File: config.mk
export PLATFORM = sky130hd
export DESIGN_NAME = fcs_unit
export DESIGN_NICKNAME = d
export VERILOG_FILES = /design/src/shared/fcs_pkg.sv /design/src/core/fcs_unit.sv
export VERILOG_INCLUDE_DIRS = /design/src /design/src/shared
export SDC_FILE = /design/constraint.sdc
export NUM_CORES = 1
export LEC_CHECK = 0
export ABC_AREA = 1
export BUFFER_PORTS_ARGS = -buffer_cell sky130_fd_sc_hd__buf_2
export CAP_MARGIN = 20
export CORE_MARGIN = 4
export CORE_UTILIZATION = 35
export DETAILED_ROUTE_END_ITERATION = 10
export PLACE_DENSITY_LB_ADDON = 0.1
export SLEW_MARGIN = 20
export SYNTH_ARGS = -nofsm -noshare
export SYNTH_HDL_FRONTEND = slang
export SYNTH_SLANG_ARGS = --single-unit
File: constraint.sdc
create_clock -name i_clk_sys -period 5.44 [get_ports i_clk_sys]
set_input_delay 0.816 -clock i_clk_sys [delete_from_list [all_inputs] [get_ports i_clk_sys]]
set_output_delay 0.816 -clock i_clk_sys [all_outputs]
set_load 0.03 [all_outputs]
File: src/shared/fcs_cfg.svh
// offsets, bit positions, command codes and reset values of the flash command unit
`ifndef FCS_CFG_SVH
`define FCS_CFG_SVH
`define FCS_OFS_STATUS 8'h00
`define FCS_OFS_COMMAND 8'h01
`define FCS_OFS_ADDR_HI 8'h02
`define FCS_OFS_ADDR_LO 8'h03
`define FCS_OFS_DATA 8'h04
`define FCS_OFS_IRQ_STAT 8'h05
`define FCS_OFS_IRQ_MASK 8'h06
`define FCS_BIT_CBEF 7
`define FCS_BIT_CCF 6
`define FCS_BIT_PVIOL 5
`define FCS_BIT_ACCERR 4
`define FCS_BIT_BLANK 2
`define FCS_IRQ_CCF 0
`define FCS_IRQ_PVIOL 1
`define FCS_IRQ_ACCERR 2
`define FCS_CMD_BLANK 8'h05
`define FCS_CMD_BYTE_PROG 8'h20
`define FCS_CMD_BURST_PROG 8'h25
`define FCS_CMD_PAGE_ERASE 8'h40
`define FCS_CMD_FULL_ERASE 8'h41
`define FCS_PAGE_LSB 9
`define FCS_RST_CMD 8'h00
`define FCS_RST_ADDR 16'h0000
`define FCS_RST_DATA 8'h00
`define FCS_RST_IRQ_MASK 3'h0
`endif

File: src/shared/fcs_pkg.sv
// types of the flash command unit
`default_nettype none
package fcs_pkg;
    typedef logic [7:0] fcs_byte_t;
    typedef logic [15:0] fcs_addr_t;
    typedef logic [2:0] fcs_irq_t;
    typedef enum logic [1:0] {
        FCS_SEQ_IDLE,
        FCS_SEQ_DATA,
        FCS_SEQ_CMD
    } fcs_seq_e;
endpackage
`default_nettype wire

File: src/core/fcs_unit.sv
// status and command front end of the flash controller
//
// How it works
// - status bits 3, 1 and 0 read zero and ignore writes
// - writing one to the buffer-empty flag launches the pending command
// - buffer-empty clears on launch write and sets again when a burst enters the array
// - only burst program is buffered; flag set means room for another
// - command-complete sets when buffer empty and nothing being processed
// - launch clears command-complete; writes to it do nothing
// - launched erase/program hitting a protected block is dropped, violation flag set
// - protection-violation clears only on a software write of one
// - broken command write sequence sets access error and drops the command
// - access error also on program/erase before divider set, or stop while busy
// - access error clears on write of one; zero write ignored
// - blank check end sets blank flag if whole array read erased
// - valid launch clears blank flag; writes to it ignored
// - codes 0x05 blank check, 0x20 byte program, 0x25 burst program
// - code 0x40 erases one 512-byte page, 0x41 the whole array
// - any other code is illegal and raises access error
//
// The plain strobed port and the placing of the registers were decided locally.
`include "fcs_cfg.svh"
`default_nettype none
module fcs_unit (
    input wire logic i_clk_sys,
    input wire logic i_rst_n,
    input wire logic [7:0] i_addr,
    input wire fcs_pkg::fcs_byte_t i_wdata,
    input wire logic i_wr,
    input wire logic i_rd,
    output fcs_pkg::fcs_byte_t o_rdata,
    input wire logic i_div_init,
    input wire logic i_prot_en,
    input wire fcs_pkg::fcs_addr_t i_prot_base,
    input wire logic i_stop_entry,
    input wire logic i_arr_done,
    input wire logic i_arr_blank,
    output logic o_arr_start,
    output fcs_pkg::fcs_byte_t o_arr_cmd,
    output fcs_pkg::fcs_addr_t o_arr_addr,
    output fcs_pkg::fcs_byte_t o_arr_data,
    output logic o_arr_abort,
    output logic o_irq
);
    import fcs_pkg::*;

    // ----------------------------------------
    // decode helpers
    // ----------------------------------------
    function automatic logic is_legal(input fcs_byte_t c);
        is_legal = (c == `FCS_CMD_BLANK) || (c == `FCS_CMD_BYTE_PROG) ||
            (c == `FCS_CMD_BURST_PROG) || (c == `FCS_CMD_PAGE_ERASE) ||
            (c == `FCS_CMD_FULL_ERASE);
    endfunction

    function automatic logic is_burst(input fcs_byte_t c);
        is_burst = (c == `FCS_CMD_BURST_PROG);
    endfunction

    function automatic logic is_modify(input fcs_byte_t c);
        is_modify = (c != `FCS_CMD_BLANK);
    endfunction

    // status byte, reserved positions held at zero
    function automatic fcs_byte_t status_byte(input logic cbef, input logic ccf,
        input logic pviol, input logic accerr, input logic blank);
        fcs_byte_t s;
        s = 8'h00;
        s[`FCS_BIT_CBEF] = cbef;
        s[`FCS_BIT_CCF] = ccf;
        s[`FCS_BIT_PVIOL] = pviol;
        s[`FCS_BIT_ACCERR] = accerr;
        s[`FCS_BIT_BLANK] = blank;
        status_byte = s;
    endfunction

    // ----------------------------------------
    // state
    // ----------------------------------------
    fcs_seq_e seq_r;
    fcs_byte_t cmd_r;
    fcs_addr_t addr_r;
    fcs_byte_t data_r;
    logic cbef_r;
    logic ccf_r;
    logic pviol_r;
    logic accerr_r;
    logic blank_r;
    logic busy_r;
    logic busy_burst_r;
    logic busy_blank_r;
    logic pend_r;
    fcs_byte_t pend_cmd_r;
    fcs_addr_t pend_addr_r;
    fcs_byte_t pend_data_r;
    fcs_irq_t irq_stat_r;
    fcs_irq_t irq_mask_r;

    // ----------------------------------------
    // bus decode
    // ----------------------------------------
    logic wr_stat;
    logic wr_cmd;
    logic wr_addr_hi;
    logic wr_addr_lo;
    logic wr_data;
    logic wr_arr;
    logic clr_pviol;
    logic clr_accerr;
    logic launch_req;
    logic seq_err;
    logic prot_hit;
    logic launch_ok;
    logic transfer;
    logic stop_abort;
    fcs_addr_t page_end;

    assign wr_stat = i_wr && (i_addr == `FCS_OFS_STATUS);
    assign wr_cmd = i_wr && (i_addr == `FCS_OFS_COMMAND);
    assign wr_addr_hi = i_wr && (i_addr == `FCS_OFS_ADDR_HI);
    assign wr_addr_lo = i_wr && (i_addr == `FCS_OFS_ADDR_LO);
    assign wr_data = i_wr && (i_addr == `FCS_OFS_DATA);
    assign wr_arr = wr_addr_hi || wr_addr_lo || wr_data;
    assign clr_pviol = wr_stat && i_wdata[`FCS_BIT_PVIOL];
    assign clr_accerr = wr_stat && i_wdata[`FCS_BIT_ACCERR];
    assign launch_req = wr_stat && i_wdata[`FCS_BIT_CBEF];
    assign page_end = {addr_r[15:`FCS_PAGE_LSB], 9'h1FF};

    // protected when any touched location lies at or above the protection base
    always_comb begin
        prot_hit = 1'b0;
        if (i_prot_en) begin
            unique case (cmd_r)
                `FCS_CMD_FULL_ERASE: prot_hit = 1'b1;
                `FCS_CMD_PAGE_ERASE: prot_hit = (page_end >= i_prot_base);
                `FCS_CMD_BYTE_PROG,
                `FCS_CMD_BURST_PROG: prot_hit = (addr_r >= i_prot_base);
                default: prot_hit = 1'b0;
            endcase
        end
    end

    // sequence faults: command or launch out of order, array write with full buffer,
    // unbuffered command behind a running one, program/erase before divider set
    always_comb begin
        seq_err = 1'b0;
        if (wr_arr && (!cbef_r || seq_r == FCS_SEQ_CMD)) begin
            seq_err = 1'b1;
        end else if (wr_cmd && (seq_r != FCS_SEQ_DATA || !is_legal(i_wdata))) begin
            seq_err = 1'b1;
        end else if (launch_req && (seq_r != FCS_SEQ_CMD || !cbef_r)) begin
            seq_err = 1'b1;
        end else if (launch_req && busy_r && !is_burst(cmd_r)) begin
            seq_err = 1'b1;
        end else if (launch_req && is_modify(cmd_r) && !i_div_init) begin
            seq_err = 1'b1;
        end
    end

    // a stop in the launch cycle drops the new command together with the running one
    assign launch_ok = launch_req && !seq_err && !prot_hit && !stop_abort;
    assign stop_abort = i_stop_entry && (busy_r || pend_r);
    assign transfer = pend_r && (!busy_r || i_arr_done) && !stop_abort;

    // ----------------------------------------
    // command write sequence
    // ----------------------------------------
    always_ff @(posedge i_clk_sys) begin
        if (!i_rst_n) begin
            seq_r <= FCS_SEQ_IDLE;
        end else if (seq_err || launch_req) begin
            seq_r <= FCS_SEQ_IDLE;
        end else if (wr_arr) begin
            seq_r <= FCS_SEQ_DATA;
        end else if (wr_cmd) begin
            seq_r <= FCS_SEQ_CMD;
        end
    end

    always_ff @(posedge i_clk_sys) begin
        if (!i_rst_n) begin
            cmd_r <= `FCS_RST_CMD;
            addr_r <= `FCS_RST_ADDR;
            data_r <= `FCS_RST_DATA;
        end else begin
            if (wr_cmd && !seq_err) begin
                cmd_r <= i_wdata;
            end
            if (wr_addr_hi && !seq_err) begin
                addr_r[15:8] <= i_wdata;
            end
            if (wr_addr_lo && !seq_err) begin
                addr_r[7:0] <= i_wdata;
            end
            if (wr_data && !seq_err) begin
                data_r <= i_wdata;
            end
        end
    end

    // ----------------------------------------
    // command buffer and array engine
    // ----------------------------------------
    always_ff @(posedge i_clk_sys) begin
        if (!i_rst_n) begin
            pend_r <= 1'b0;
            pend_cmd_r <= `FCS_RST_CMD;
            pend_addr_r <= `FCS_RST_ADDR;
            pend_data_r <= `FCS_RST_DATA;
        end else if (stop_abort) begin
            pend_r <= 1'b0;
        end else if (launch_ok) begin
            pend_r <= 1'b1;
            pend_cmd_r <= cmd_r;
            pend_addr_r <= addr_r;
            pend_data_r <= data_r;
        end else if (transfer) begin
            pend_r <= 1'b0;
        end
    end

    always_ff @(posedge i_clk_sys) begin
        if (!i_rst_n) begin
            busy_r <= 1'b0;
            busy_burst_r <= 1'b0;
            busy_blank_r <= 1'b0;
        end else if (stop_abort) begin
            busy_r <= 1'b0;
        end else if (transfer) begin
            busy_r <= 1'b1;
            busy_burst_r <= is_burst(pend_cmd_r);
            busy_blank_r <= !is_modify(pend_cmd_r);
        end else if (i_arr_done) begin
            busy_r <= 1'b0;
        end
    end

    always_ff @(posedge i_clk_sys) begin
        if (!i_rst_n) begin
            o_arr_start <= 1'b0;
            o_arr_abort <= 1'b0;
            o_arr_cmd <= `FCS_RST_CMD;
            o_arr_addr <= `FCS_RST_ADDR;
            o_arr_data <= `FCS_RST_DATA;
        end else begin
            o_arr_start <= transfer;
            o_arr_abort <= stop_abort;
            if (transfer) begin
                o_arr_cmd <= pend_cmd_r;
                o_arr_addr <= pend_addr_r;
                o_arr_data <= pend_data_r;
            end
        end
    end

    // ----------------------------------------
    // status flags
    // ----------------------------------------
    // buffer empty: cleared by launch, set again when a burst leaves the buffer,
    // or when an unbuffered command finishes
    always_ff @(posedge i_clk_sys) begin
        if (!i_rst_n) begin
            cbef_r <= 1'b1;
        end else if (stop_abort) begin
            cbef_r <= 1'b1;
        end else if (launch_ok) begin
            cbef_r <= 1'b0;
        end else if (transfer && is_burst(pend_cmd_r)) begin
            cbef_r <= 1'b1;
        end else if (i_arr_done && busy_r && !busy_burst_r && !pend_r) begin
            cbef_r <= 1'b1;
        end
    end

    always_ff @(posedge i_clk_sys) begin
        if (!i_rst_n) begin
            ccf_r <= 1'b1;
        end else if (launch_ok) begin
            ccf_r <= 1'b0;
        end else begin
            ccf_r <= cbef_r && !busy_r && !pend_r;
        end
    end

    always_ff @(posedge i_clk_sys) begin
        if (!i_rst_n) begin
            pviol_r <= 1'b0;
        end else if (launch_req && !seq_err && prot_hit) begin
            pviol_r <= 1'b1;
        end else if (clr_pviol) begin
            pviol_r <= 1'b0;
        end
    end

    always_ff @(posedge i_clk_sys) begin
        if (!i_rst_n) begin
            accerr_r <= 1'b0;
        end else if (seq_err || stop_abort) begin
            accerr_r <= 1'b1;
        end else if (clr_accerr) begin
            accerr_r <= 1'b0;
        end
    end

    always_ff @(posedge i_clk_sys) begin
        if (!i_rst_n) begin
            blank_r <= 1'b0;
        end else if (launch_ok) begin
            blank_r <= 1'b0;
        end else if (i_arr_done && busy_r && busy_blank_r) begin
            blank_r <= i_arr_blank;
        end
    end

    // ----------------------------------------
    // interrupt
    // ----------------------------------------
    fcs_irq_t irq_evt;
    logic rd_irq;

    assign irq_evt[`FCS_IRQ_CCF] = !ccf_r && !launch_ok && cbef_r && !busy_r && !pend_r;
    assign irq_evt[`FCS_IRQ_PVIOL] = launch_req && !seq_err && prot_hit;
    assign irq_evt[`FCS_IRQ_ACCERR] = seq_err || stop_abort;
    assign rd_irq = i_rd && (i_addr == `FCS_OFS_IRQ_STAT);

    always_ff @(posedge i_clk_sys) begin
        if (!i_rst_n) begin
            irq_stat_r <= 3'h0;
        end else if (rd_irq) begin
            irq_stat_r <= irq_evt;
        end else begin
            irq_stat_r <= irq_stat_r | irq_evt;
        end
    end

    always_ff @(posedge i_clk_sys) begin
        if (!i_rst_n) begin
            irq_mask_r <= `FCS_RST_IRQ_MASK;
        end else if (i_wr && i_addr == `FCS_OFS_IRQ_MASK) begin
            irq_mask_r <= i_wdata[2:0];
        end
    end

    always_ff @(posedge i_clk_sys) begin
        if (!i_rst_n) begin
            o_irq <= 1'b0;
        end else begin
            o_irq <= |(irq_mask_r & (rd_irq ? irq_evt : (irq_stat_r | irq_evt)));
        end
    end

    // ----------------------------------------
    // read data
    // ----------------------------------------
    always_ff @(posedge i_clk_sys) begin
        if (!i_rst_n) begin
            o_rdata <= 8'h00;
        end else if (i_rd) begin
            unique case (i_addr)
                `FCS_OFS_STATUS: o_rdata <= status_byte(cbef_r, ccf_r, pviol_r, accerr_r,
                    blank_r);
                `FCS_OFS_COMMAND: o_rdata <= cmd_r;
                `FCS_OFS_ADDR_HI: o_rdata <= addr_r[15:8];
                `FCS_OFS_ADDR_LO: o_rdata <= addr_r[7:0];
                `FCS_OFS_DATA: o_rdata <= data_r;
                `FCS_OFS_IRQ_STAT: o_rdata <= {5'h00, irq_stat_r};
                `FCS_OFS_IRQ_MASK: o_rdata <= {5'h00, irq_mask_r};
                default: o_rdata <= 8'h00;
            endcase
        end else begin
            o_rdata <= 8'h00;
        end
    end
endmodule
`default_nettype wire

==> metrics, run 1 <==
worst hold path type register to register; crit path capture type register; core area between 15000 and 20000 µm²; Vias/cell between 4 and 5; DRC violations left 0; router iterations before antenna repair 4; cell row count 45; Sum Neg Setup Slack 0 ns; Fillers around 1500; Hold Path End pend_addr_r[0]; slowest CP cell ha_1; Post-DP HPWL approximately 12000 µm; PortBufs slightly above 80; r2r endpoint pend_cmd_r[0]; H-tree depth 4; remaining antenna violation count after routing 0; hold_sp pend_addr_r[0]; Overall Power about 2.1 mW; Largest delay share family, worst path simple AND/OR/NAND/NOR gates; Crit path buffers/inverters 5; Non-Filler Instances 994; Tmin final around 2.6 ns; Critical Path RT just under 6 ns; Num CTS Buffers 17; largest net degree at the start of global routing between 60 and 70; Die Ht between 100 and 150 µm; r2r worst-path depth 15; wire length per cell roughly 16 µm; RSZ-0062 raised after global routing false; Tcrit/Tclk final around half; synthesized area ~5400 µm²; Longest Clk Path Bufs 2; Final Slew Violations 0; layout net count approximately 850; Synth Area per Inst 7.62 µm²; min setup slack post-route 2.81 ns; Initial Utilization between 30 and 40%; Setup WS pre-CTS 1.79 ns; Critical Path, Cell by Cell buf_2 > inv_1 > ha_1 > nand2_1 > inv_1 > nand2_1 > nand2_1 > a21oi_1 > nand3_1 > nand2_1 > nand2_1 > nand2_1 > nand3_2 > buf_12 > inv_2 > nand2_1 > a21oi_1; Setup crit start kind input port; CP arrival roughly 3.0 ns; hold violation count in the final report 0; status complete, no violations; synth unique cells between 40 and 50; Placed Cells about 960; first-pass GRT wire length 24500 µm; CP max stage delay about 0.3 ns; antenna diode count 0; RR Startpoint addr_r[11]; vias slightly below 5000; Synth Net Count 773; YS warnings 0; #FFs+latches synth between 100 and 150; ys flop type dfxtp_1; Worst-Margin Slew around 1 ns; Skew-Pair Late Insertion Delay about 0.43 ns; ys async rst share 0%; Worst path most repeated cell nand2_1; GRT Total Usage 17.8%; leakage 2.95 nW; Post-CTS Hold Fix Bufs 0; post-CTS setup buffer count 0; I/O pin count 84; Max FO, Critical Path 40; post-CTS sizing 0; die width between 100 and 150 µm; initial antenna violation count 0; Hold Crit Depth 2; clk root buf clkbuf_16; CTS sink count 124; Crit Path Category input port to register; gr ovfl total 0; DRT Wirelength between 15000 and 20000 µm; Final setup violation count 0; post-synthesis cell count ~700; Clock Pin Slew Worst Setup and Hold Paths roughly 0.05 ns; vias in the first global route 4559; Max VDD drop between 0.0002 and 0.00025 V; placer congestion estimate 0.901; sequential share of the synthesized area ~46%; Die Area about 18000 µm²; max_cap viols 0; fraction of layout cells with a size suffix above 1 around 18%; Fmax achieved ~380 MHz; Setup Skew roughly 0.012 ns; Power Density between 300 and 400 nW/µm²; Area Growth Syn to Fin 21.2%; slew margin rel. about a third; DR iter-0 viols about 260; R2R Setup Slk roughly 2.9 ns; Post-synth EDFFs 0; final core occ 43.4%; CTS tree done
-- where the power goes --
group / internal, mW / total [mW] / switching (mW)
combinational: 0.0268 / 0.0817 / 0.0550
sequential: 0.909 / 0.910 / 0.000786
clock: 0.741 / 1.15 / 0.408
total: 1.68 / 2.14 / 0.464
-- how the worst max path moves through the flow --
stage,startpoint,slack [ns],depth (start not counted),endpoint
final,i_prot_base[11],2.81,17,pend_cmd_r[0]
after floorplan,i_prot_base[11],3.10,15,pend_addr_r[7]
after detailed placement,i_prot_base[11],1.79,16,pend_cmd_r[0]
after CTS,i_prot_base[11],2.23,16,pend_cmd_r[0]
after global routing,i_prot_base[5],2.48,17,pend_cmd_r[0]
after global placement,i_prot_base[7],1.88,15,pend_addr_r[7]
-- layout by cell type (no fill, tap or decap), types with 6 or more instances in the layout --
cell type and instances:
a21oi_1 96, buf_2 83, clkbuf_16 17, dfxtp_1 124
ha_1 17, inv_1 105, inv_2 7, nand2_1 105
nand2_4 6, nand3_1 23, nor2_1 57, nor3_1 14
o21ai_0 61, o21ai_1 24, o22ai_1 7
-- state kept, by name, indices dropped and copies added (netlist names), 2 cells and up --
| signal | flops |
|---|---|
| pend_cmd_r | 8 |
| cmd_r | 8 |
| pend_data_r | 8 |
| data_r | 8 |
| o_arr_addr | 16 |
| irq_mask_r | 3 |
| o_arr_data | 8 |
| addr_r | 16 |
| seq_r | 2 |
| irq_stat_r | 3 |
| o_arr_cmd | 8 |
| o_rdata | 8 |
| pend_addr_r | 16 |
-- layout make-up --
class	instances	area [µm²]	area share (%)
clock inverter	11	141	2.14
tap	188	235	3.56
multi-input combinational	451	2400	36.4
inverter	112	420	6.37
timing repair buffer	87	458	6.94
sequential	124	2480	37.6
clock buffer	21	460	6.97
-- per-layer routing --
metal	global-route usage [%]	wire, µm
met1	24.1	7460
met2	27.6	6960
met3	4.37	749
met4	6.47	261
met5	0	0
-- worst reg2reg max path: cells and delay by family, from the launching register on --
kind	cells	cell delay (ns)
flops	1	0.45
buf+inv	3	0.54
compound gates	2	0.26
simple gates	9	0.92
fa+ha+maj	1	0.29
-- metrics by stage --
stage / hold WS, ns / area (µm²)
floorplan: 0.430 / 5450
global placement: 0.448 / 5980
detailed placement: 0.450 / 5980
CTS: 0.457 / 6580
global route: 0.476 / 6600
finish: 0.457 / 6600
-- logic make-up after synthesis --
logic type | synth area share, %
simple gates | 19.5
compound gates | 20.8
buf+inv | 10.3
flops | 45.6
fa+ha+maj | 3.90
-- cell usage after synthesis, types with 7 or more instances --
library cell | n | area (µm²)
o22ai_1 | 7 | 43.8
o21ai_0 | 61 | 305
ha_1 | 17 | 213
nor2_1 | 57 | 214
nor3_1 | 14 | 70.1
o21ai_1 | 24 | 120
clkbuf_1 | 16 | 60.1
dfxtp_1 | 124 | 2480
nand3_1 | 23 | 115
a21oi_1 | 96 | 480
inv_1 | 106 | 398
nand2_1 | 105 | 394
No activity file was read; power rests on OpenSTA's default activity.
==> run 2, diff against run 1 <==
--- a/config.mk
+++ b/config.mk
@@ -6,7 +6,7 @@
 export SDC_FILE = /design/constraint.sdc
 export NUM_CORES = 1
 export LEC_CHECK = 0
-export ABC_AREA = 1
+export ABC_AREA = 0
 export BUFFER_PORTS_ARGS = -buffer_cell sky130_fd_sc_hd__buf_2
 export CAP_MARGIN = 20
 export CORE_MARGIN = 4
==> constraint.sdc (replaced) <==
create_clock -name i_clk_sys -period 2.29 [get_ports i_clk_sys]
set_input_delay 0.3435 -clock i_clk_sys [delete_from_list [all_inputs] [get_ports i_clk_sys]]
set_output_delay 0.3435 -clock i_clk_sys [all_outputs]
set_load 0.03 [all_outputs]
==> run 2 against run 1 <==
- the run now ends with negative setup slack left
- cell area up 11%
- clock power grew 130%
- clock skew decreased by 0.0046 ns
- via count up 1.9%
- utilization up 6.3 points
- critical path type is now register to register
- critical endpoint is now pend_data_r[5]
- largest cell class is now multi-input combinational cells
==> metrics, run 2 <==
status finished, violations left; failing checks negative setup slack; Die Ht 132 µm; Hold WS approximately 0.14 ns; Longest Clk Path Bufs 2; max_cap viols 0; post-synth top area share between 40% and 50%; Setup crit start kind register; Max FO, Critical Path 5; GRT Total Usage 19.5%; ys async rst share 0%; Initial Utilization approximately 36%; core area 14800 µm²; initial antenna violation count 0; Post-DP HPWL approximately 12000 µm; post-route cell area between 7000 and 8000 µm²; PortBufs between 80 and 90; Power Density slightly below 700 nW/µm²; Clock Pin Slew Worst Setup and Hold Paths around 0.050 ns; count leader, synth dfxtp_1; H-tree depth 4; synth unique cells 52; RSZ-0062 raised after global routing true; post-synthesis cell count 620; Num CTS Buffers 17; Vias/cell 5.19; Area Growth Syn to Fin 37.1%; crit path capture type register; ys flop type dfxtp_1; Fmax achieved 373 MHz; Tmin final between 2 and 3 ns; die width between 100 and 150 µm; Final Slew Violations 0; DR iter-0 viols 324; leakage 2.97 nW; Seq. cell area approximately 2500 µm²; Setup WS pre-CTS -0.549 ns; Largest delay share family, worst path simple AND/OR/NAND/NOR gates; post-placement cell area between 6000 and 7000 µm²; CTS tree done; slowest CP cell or4b_4; worst hold path type input port to register; CP arrival ~3.0 ns; Die Area around 17000 µm²; CTS sink count about 120; final core occ approximately half; DRC violations left 0; Regs by FF count addr_r: 16 flops, o_arr_addr: 16 flops, pend_addr_r: 16 flops; Skew-Pair Late Insertion Delay 0.42 ns; R2R Setup Slk -0.39 ns; remaining antenna violation count after routing 0; Multi-input gate area 2750 µm²; #FFs+latches synth 124; Post-CTS Hold Fix Bufs 0; YS warnings 0; Critical Path, Cell by Cell or4b_4 > or4_4 > a211o_1 > nor2_2 > and4bb_4 > buf_6 > buf_12 > mux2i_2 > nor2_1; hold violation count in the final report 0; Synth Net Count just under 700; vias in the first global route between 4000 and 5000; Yosys top cell by area dfxtp_1; largest net degree at the start of global routing 47; Setup Skew 0.00722 ns; gr ovfl total 0; most frequent cells in the layout dfxtp_1 (121), nand2_1 (108), buf_2 (83), buf_4 (67), nor2_1 (53); fraction of layout cells with a size suffix above 1 a little under a third; min setup slack post-route -0.391 ns; Worst-Margin Slew 0.713 ns; Synth Area per Inst about 8.6 µm²; slew margin rel. between 50% and 60%; Final setup violation count between 60 and 70; Max VDD drop roughly 0.00051 V; Post-synth EDFFs 0; synthesized area ~5400 µm²; I/O pin count 84; sequential share of the synthesized area between 40% and 50%; wire length per cell approximately 18 µm; CP max stage delay approximately 0.54 ns; Crit Path Category register to register; Crit path buffers/inverters 2; antenna diode count 0; Critical Path RT about 2.6 ns; clk root buf clkbuf_16; top post-synthesis cells by area dfxtp_1 (46%), nand2_1 (7.6%), mux2i_1 (7.1%); vias approximately 5000; synth cell count leaders dfxtp_1 (124), nand2_1 (108), nor2_1 (54), a21oi_1 (50), mux2i_1 (38); first-pass GRT wire length between 20000 and 30000 µm; router iterations before antenna repair 8; commonest non-fill, non-tap cell in the layout dfxtp_1; placer congestion estimate 0.907; layout net count between 800 and 900; Fillers around 1400; DRT Wirelength around 17000 µm; cell row count 44; Tcrit/Tclk final 117%
run 2: cell count changes in the layout (fill, tap and decap cells not counted), sizes merged, moves of 8 or more:
cell | before | now
inv | 113 | 22
buf | 87 | 164
o21ai | 85 | 33
a21oi | 97 | 50
mux2i | 0 | 38
a22oi | 1 | 15
nand3 | 26 | 36
and3 | 0 | 9
nor3 | 16 | 7
nor2 | 62 | 54
run 2: final cells by class:
| cell class | count | share of cell area, % |
|---|---|---|
| clock buffers | 22 | 6.05 |
| clock inverters | 8 | 1.64 |
| inverters | 22 | 1.12 |
| multi-input cells | 433 | 37.5 |
| flip-flops and latches | 124 | 33.9 |
| well taps | 184 | 3.13 |
| repair buffers | 167 | 16.7 |
run 2: power by group:
part           internal (mW)  switching [mW]
Sequential              2.16        0.000777
Clock                   1.69           0.926
Combinational         0.0750           0.123
Total                   3.92            1.05
run 2: layer usage:
metal	GRT usage, %	routed length, µm
met3	4.40	834
met2	29.0	7290
met5	0	0
met1	27.3	8310
met4	8.40	467
run 2: worst register-to-register path: cells and delay by family (launching register included):
family | cells | cell delay [ns]
buf+inv | 2 | 0.26
mux | 1 | 0.23
flops | 1 | 0.32
simple gates | 5 | 1.45
compound gates | 1 | 0.31
run 2: final timing paths:
path,cells past startpoint,endpoint,startpoint
worst min-delay path,2,busy_r,i_stop_entry
worst max-delay path,9,pend_data_r[5],cmd_r[4]
worst max register to register,9,pend_data_r[5],cmd_r[4]
worst min register to register,2,o_arr_cmd[7],o_arr_cmd[7]
run 2: what timing repair did:
action                                  4_1_cts  5_1_grt
buffers inserted                              7        0
endpoints found under the setup margin       71       71
pin swaps                                     9        8
gates cloned                                  3        3
hold endpoints to repair                      0        0
gates resized for setup                      35       17
run 2: logic make-up (layout without fill, tap and decap cells):
logic type | Yosys count | in the layout | share of synthesized area, %
AOI/OAI and AO/OA | 125 | 125 | 14.1
xor gates and xnor gates | 1 | 1 | 0.164
adders and majority gates | 17 | 17 | 3.97
buffers and inverters | 63 | 219 | 5.70
DFF | 124 | 124 | 46.3
muxes | 41 | 41 | 7.73
and+or+nand+nor | 249 | 249 | 22.0
run 2: stage by stage:
| step | TNS, ns | std cells | total power [mW] |
|---|---|---|---|
| after global placement | -16.25 | 918 | 2.39 |
| after CTS | -18.59 | 958 | 5.01 |
| after detailed placement | -23.01 | 918 | 2.40 |
| final | -21.15 | 960 | 4.97 |
| after floorplan | -6.47 | 620 | 2.29 |
| after global routing | -26.59 | 960 | 5.12 |
==> run 3, diff against run 2 <==
--- a/config.mk
+++ b/config.mk
@@ -6,7 +6,8 @@
 export SDC_FILE = /design/constraint.sdc
 export NUM_CORES = 1
 export LEC_CHECK = 0
-export ABC_AREA = 0
+export ABC_AREA = 1
+export ABC_CLOCK_PERIOD_IN_PS = 2290
 export BUFFER_PORTS_ARGS = -buffer_cell sky130_fd_sc_hd__buf_2
 export CAP_MARGIN = 20
 export CORE_MARGIN = 4
==> run 3 against run 2 <==
- the run now ends clean
- count of clock-buffer cells in the layout shrank 1
- clock power down 2%
- power is 0.98% lower
- worst hold slack better by 0.053 ns
- first-iteration DRC count fell by 20%
- critical endpoint is now pend_addr_r[11]
==> metrics, run 3 (synthesis gave the netlist of run 1 again) <==
wire length per cell about 16 µm; Post-DP HPWL roughly 12000 µm; layout net count 870; gr ovfl total 0; max_cap viols 0; CP arrival between 2 and 2.5 ns; cell row count between 40 and 50; initial antenna violation count 0; PortBufs a little over 80; vias in the first global route approximately 4800; Num CTS Buffers 17; hold violation count in the final report 0; hold_sp i_arr_blank; commonest non-fill, non-tap cell in the layout dfxtp_1; Final setup violation count 0; first-pass GRT wire length between 20000 and 30000 µm; status complete, no violations; Skew-Pair Late Insertion Delay 0.42 ns; Fmax achieved 473 MHz; CTS sink count 124; final core occ approximately 44%; DR iter-0 viols between 200 and 300; Sum Neg Setup Slack 0 ns; Max VDD drop 0.000548 V; die width between 100 and 150 µm; Die Area between 15000 and 20000 µm²; CTS tree done; GR Util met2 about 29%; fraction of layout cells with a size suffix above 1 a little over a fifth; Setup Skew around 0.013 ns; largest net degree at the start of global routing 54; Crit. Startpoint addr_r[11]; router iterations before antenna repair 5; Max FO, Critical Path 27; Setup crit start kind register; GRT Total Usage 18.6%; slew margin rel. around three fifths; Clock Pin Slew Worst Setup and Hold Paths roughly 0.06 ns; most frequent cells in the layout dfxtp_1 (116), inv_1 (106), nand2_1 (102), a21oi_1 (95), buf_2 (83); crit path capture type register; post-route cell area 6760 µm²; Vias/cell about 5; H-tree depth 4; post-CTS setup buffer count 0; core area 15200 µm²; DRC violations left 0; clk root buf clkbuf_16; Tcrit/Tclk final between 90% and 100%; Longest Clk Path Bufs 2; antenna diode count 0; Crit Path Category register to register; leakage 3.04 nW; I/O pin count between 80 and 90; RR Startpoint addr_r[11]; DRT Wirelength around 16000 µm; met3 usage 4.71%; Overall Power about 4.9 mW; Regs by FF count addr_r: 16 flops, o_arr_addr: 16 flops, pend_addr_r: 16 flops; GRT Max-Usage Layer met2; post-placement cell area ~6100 µm²; M1 GR Usage approximately a quarter; Final Slew Violations 0; vias approximately 5000; remaining antenna violation count after routing 0; Initial Utilization between 30 and 40%; Area Growth Syn to Fin 24.1%; Die Ht 133 µm; Power Density 728 nW/µm²; worst hold path type input port to register; Worst-Margin Slew around 0.56 ns; Critical Path RT about 2.6 ns; Tmin final 2.11 ns; placer congestion estimate ~0.90
[run 3: critical path, cell delays in order, from the launching register on]
cell and delay [ns]:
dfxtp_1 0.33, ha_1 0.33, nand2_2 0.08, inv_1 0.07
nand3_1 0.09, nor3_2 0.15, nand2_1 0.07, nand3_1 0.10
nand2_1 0.05, nand2_1 0.11, nand2_2 0.09, nand3_4 0.11
buf_12 0.19, inv_6 0.07, nand2_1 0.07, a21oi_1 0.06
[run 3: where the power goes]
group	leakage [nW]	switching, mW	internal [mW]
Clock	0.270	0.923	1.63
Combinational	1.77	0.139	0.0709
Sequential	1.00	0.00144	2.16
Total	3.04	1.06	3.86
[run 3: final timing paths]
kind | end | slack (ns) | depth (start not counted)
setup reg to reg | pend_addr_r[11] | 0.18 | 15
setup / recovery | pend_addr_r[11] | 0.18 | 15
hold / removal | blank_r | 0.20 | 3
hold reg to reg | o_arr_addr[1] | 0.46 | 2
[run 3: cell type report]
cell class	instances	area [µm²]
Timing Repair Buffer	106	618
Multi-Input combinational cell	451	2440
Clock inverter	8	95.1
Tap cell	188	235
Sequential cell	124	2490
Inverter	112	425
Clock buffer	21	460
Fill cell	1552	8440
[run 3: stage by stage]
stage / setup WS [ns] / hold WS [ns] / std cells
floorplan: 0.422 / 0.430 / 715
global placement: -0.0158 / 0.440 / 980
detailed placement: -0.0654 / 0.451 / 980
CTS: 0.0451 / 0.182 / 1009
global route: -0.0406 / 0.198 / 1010
finish: 0.175 / 0.195 / 1010
[run 3: per-layer routing]
metal  wire length [µm]  share of wire, %
met3                772               4.8
met4                297               1.8
met1               7800                48
met5                  0                 0
met2               7270                45
[run 3: repair_timing]
item                       CTS  global route
resized for setup            0            18
setup endpoints to repair    0            32
hold buffers                 0             0
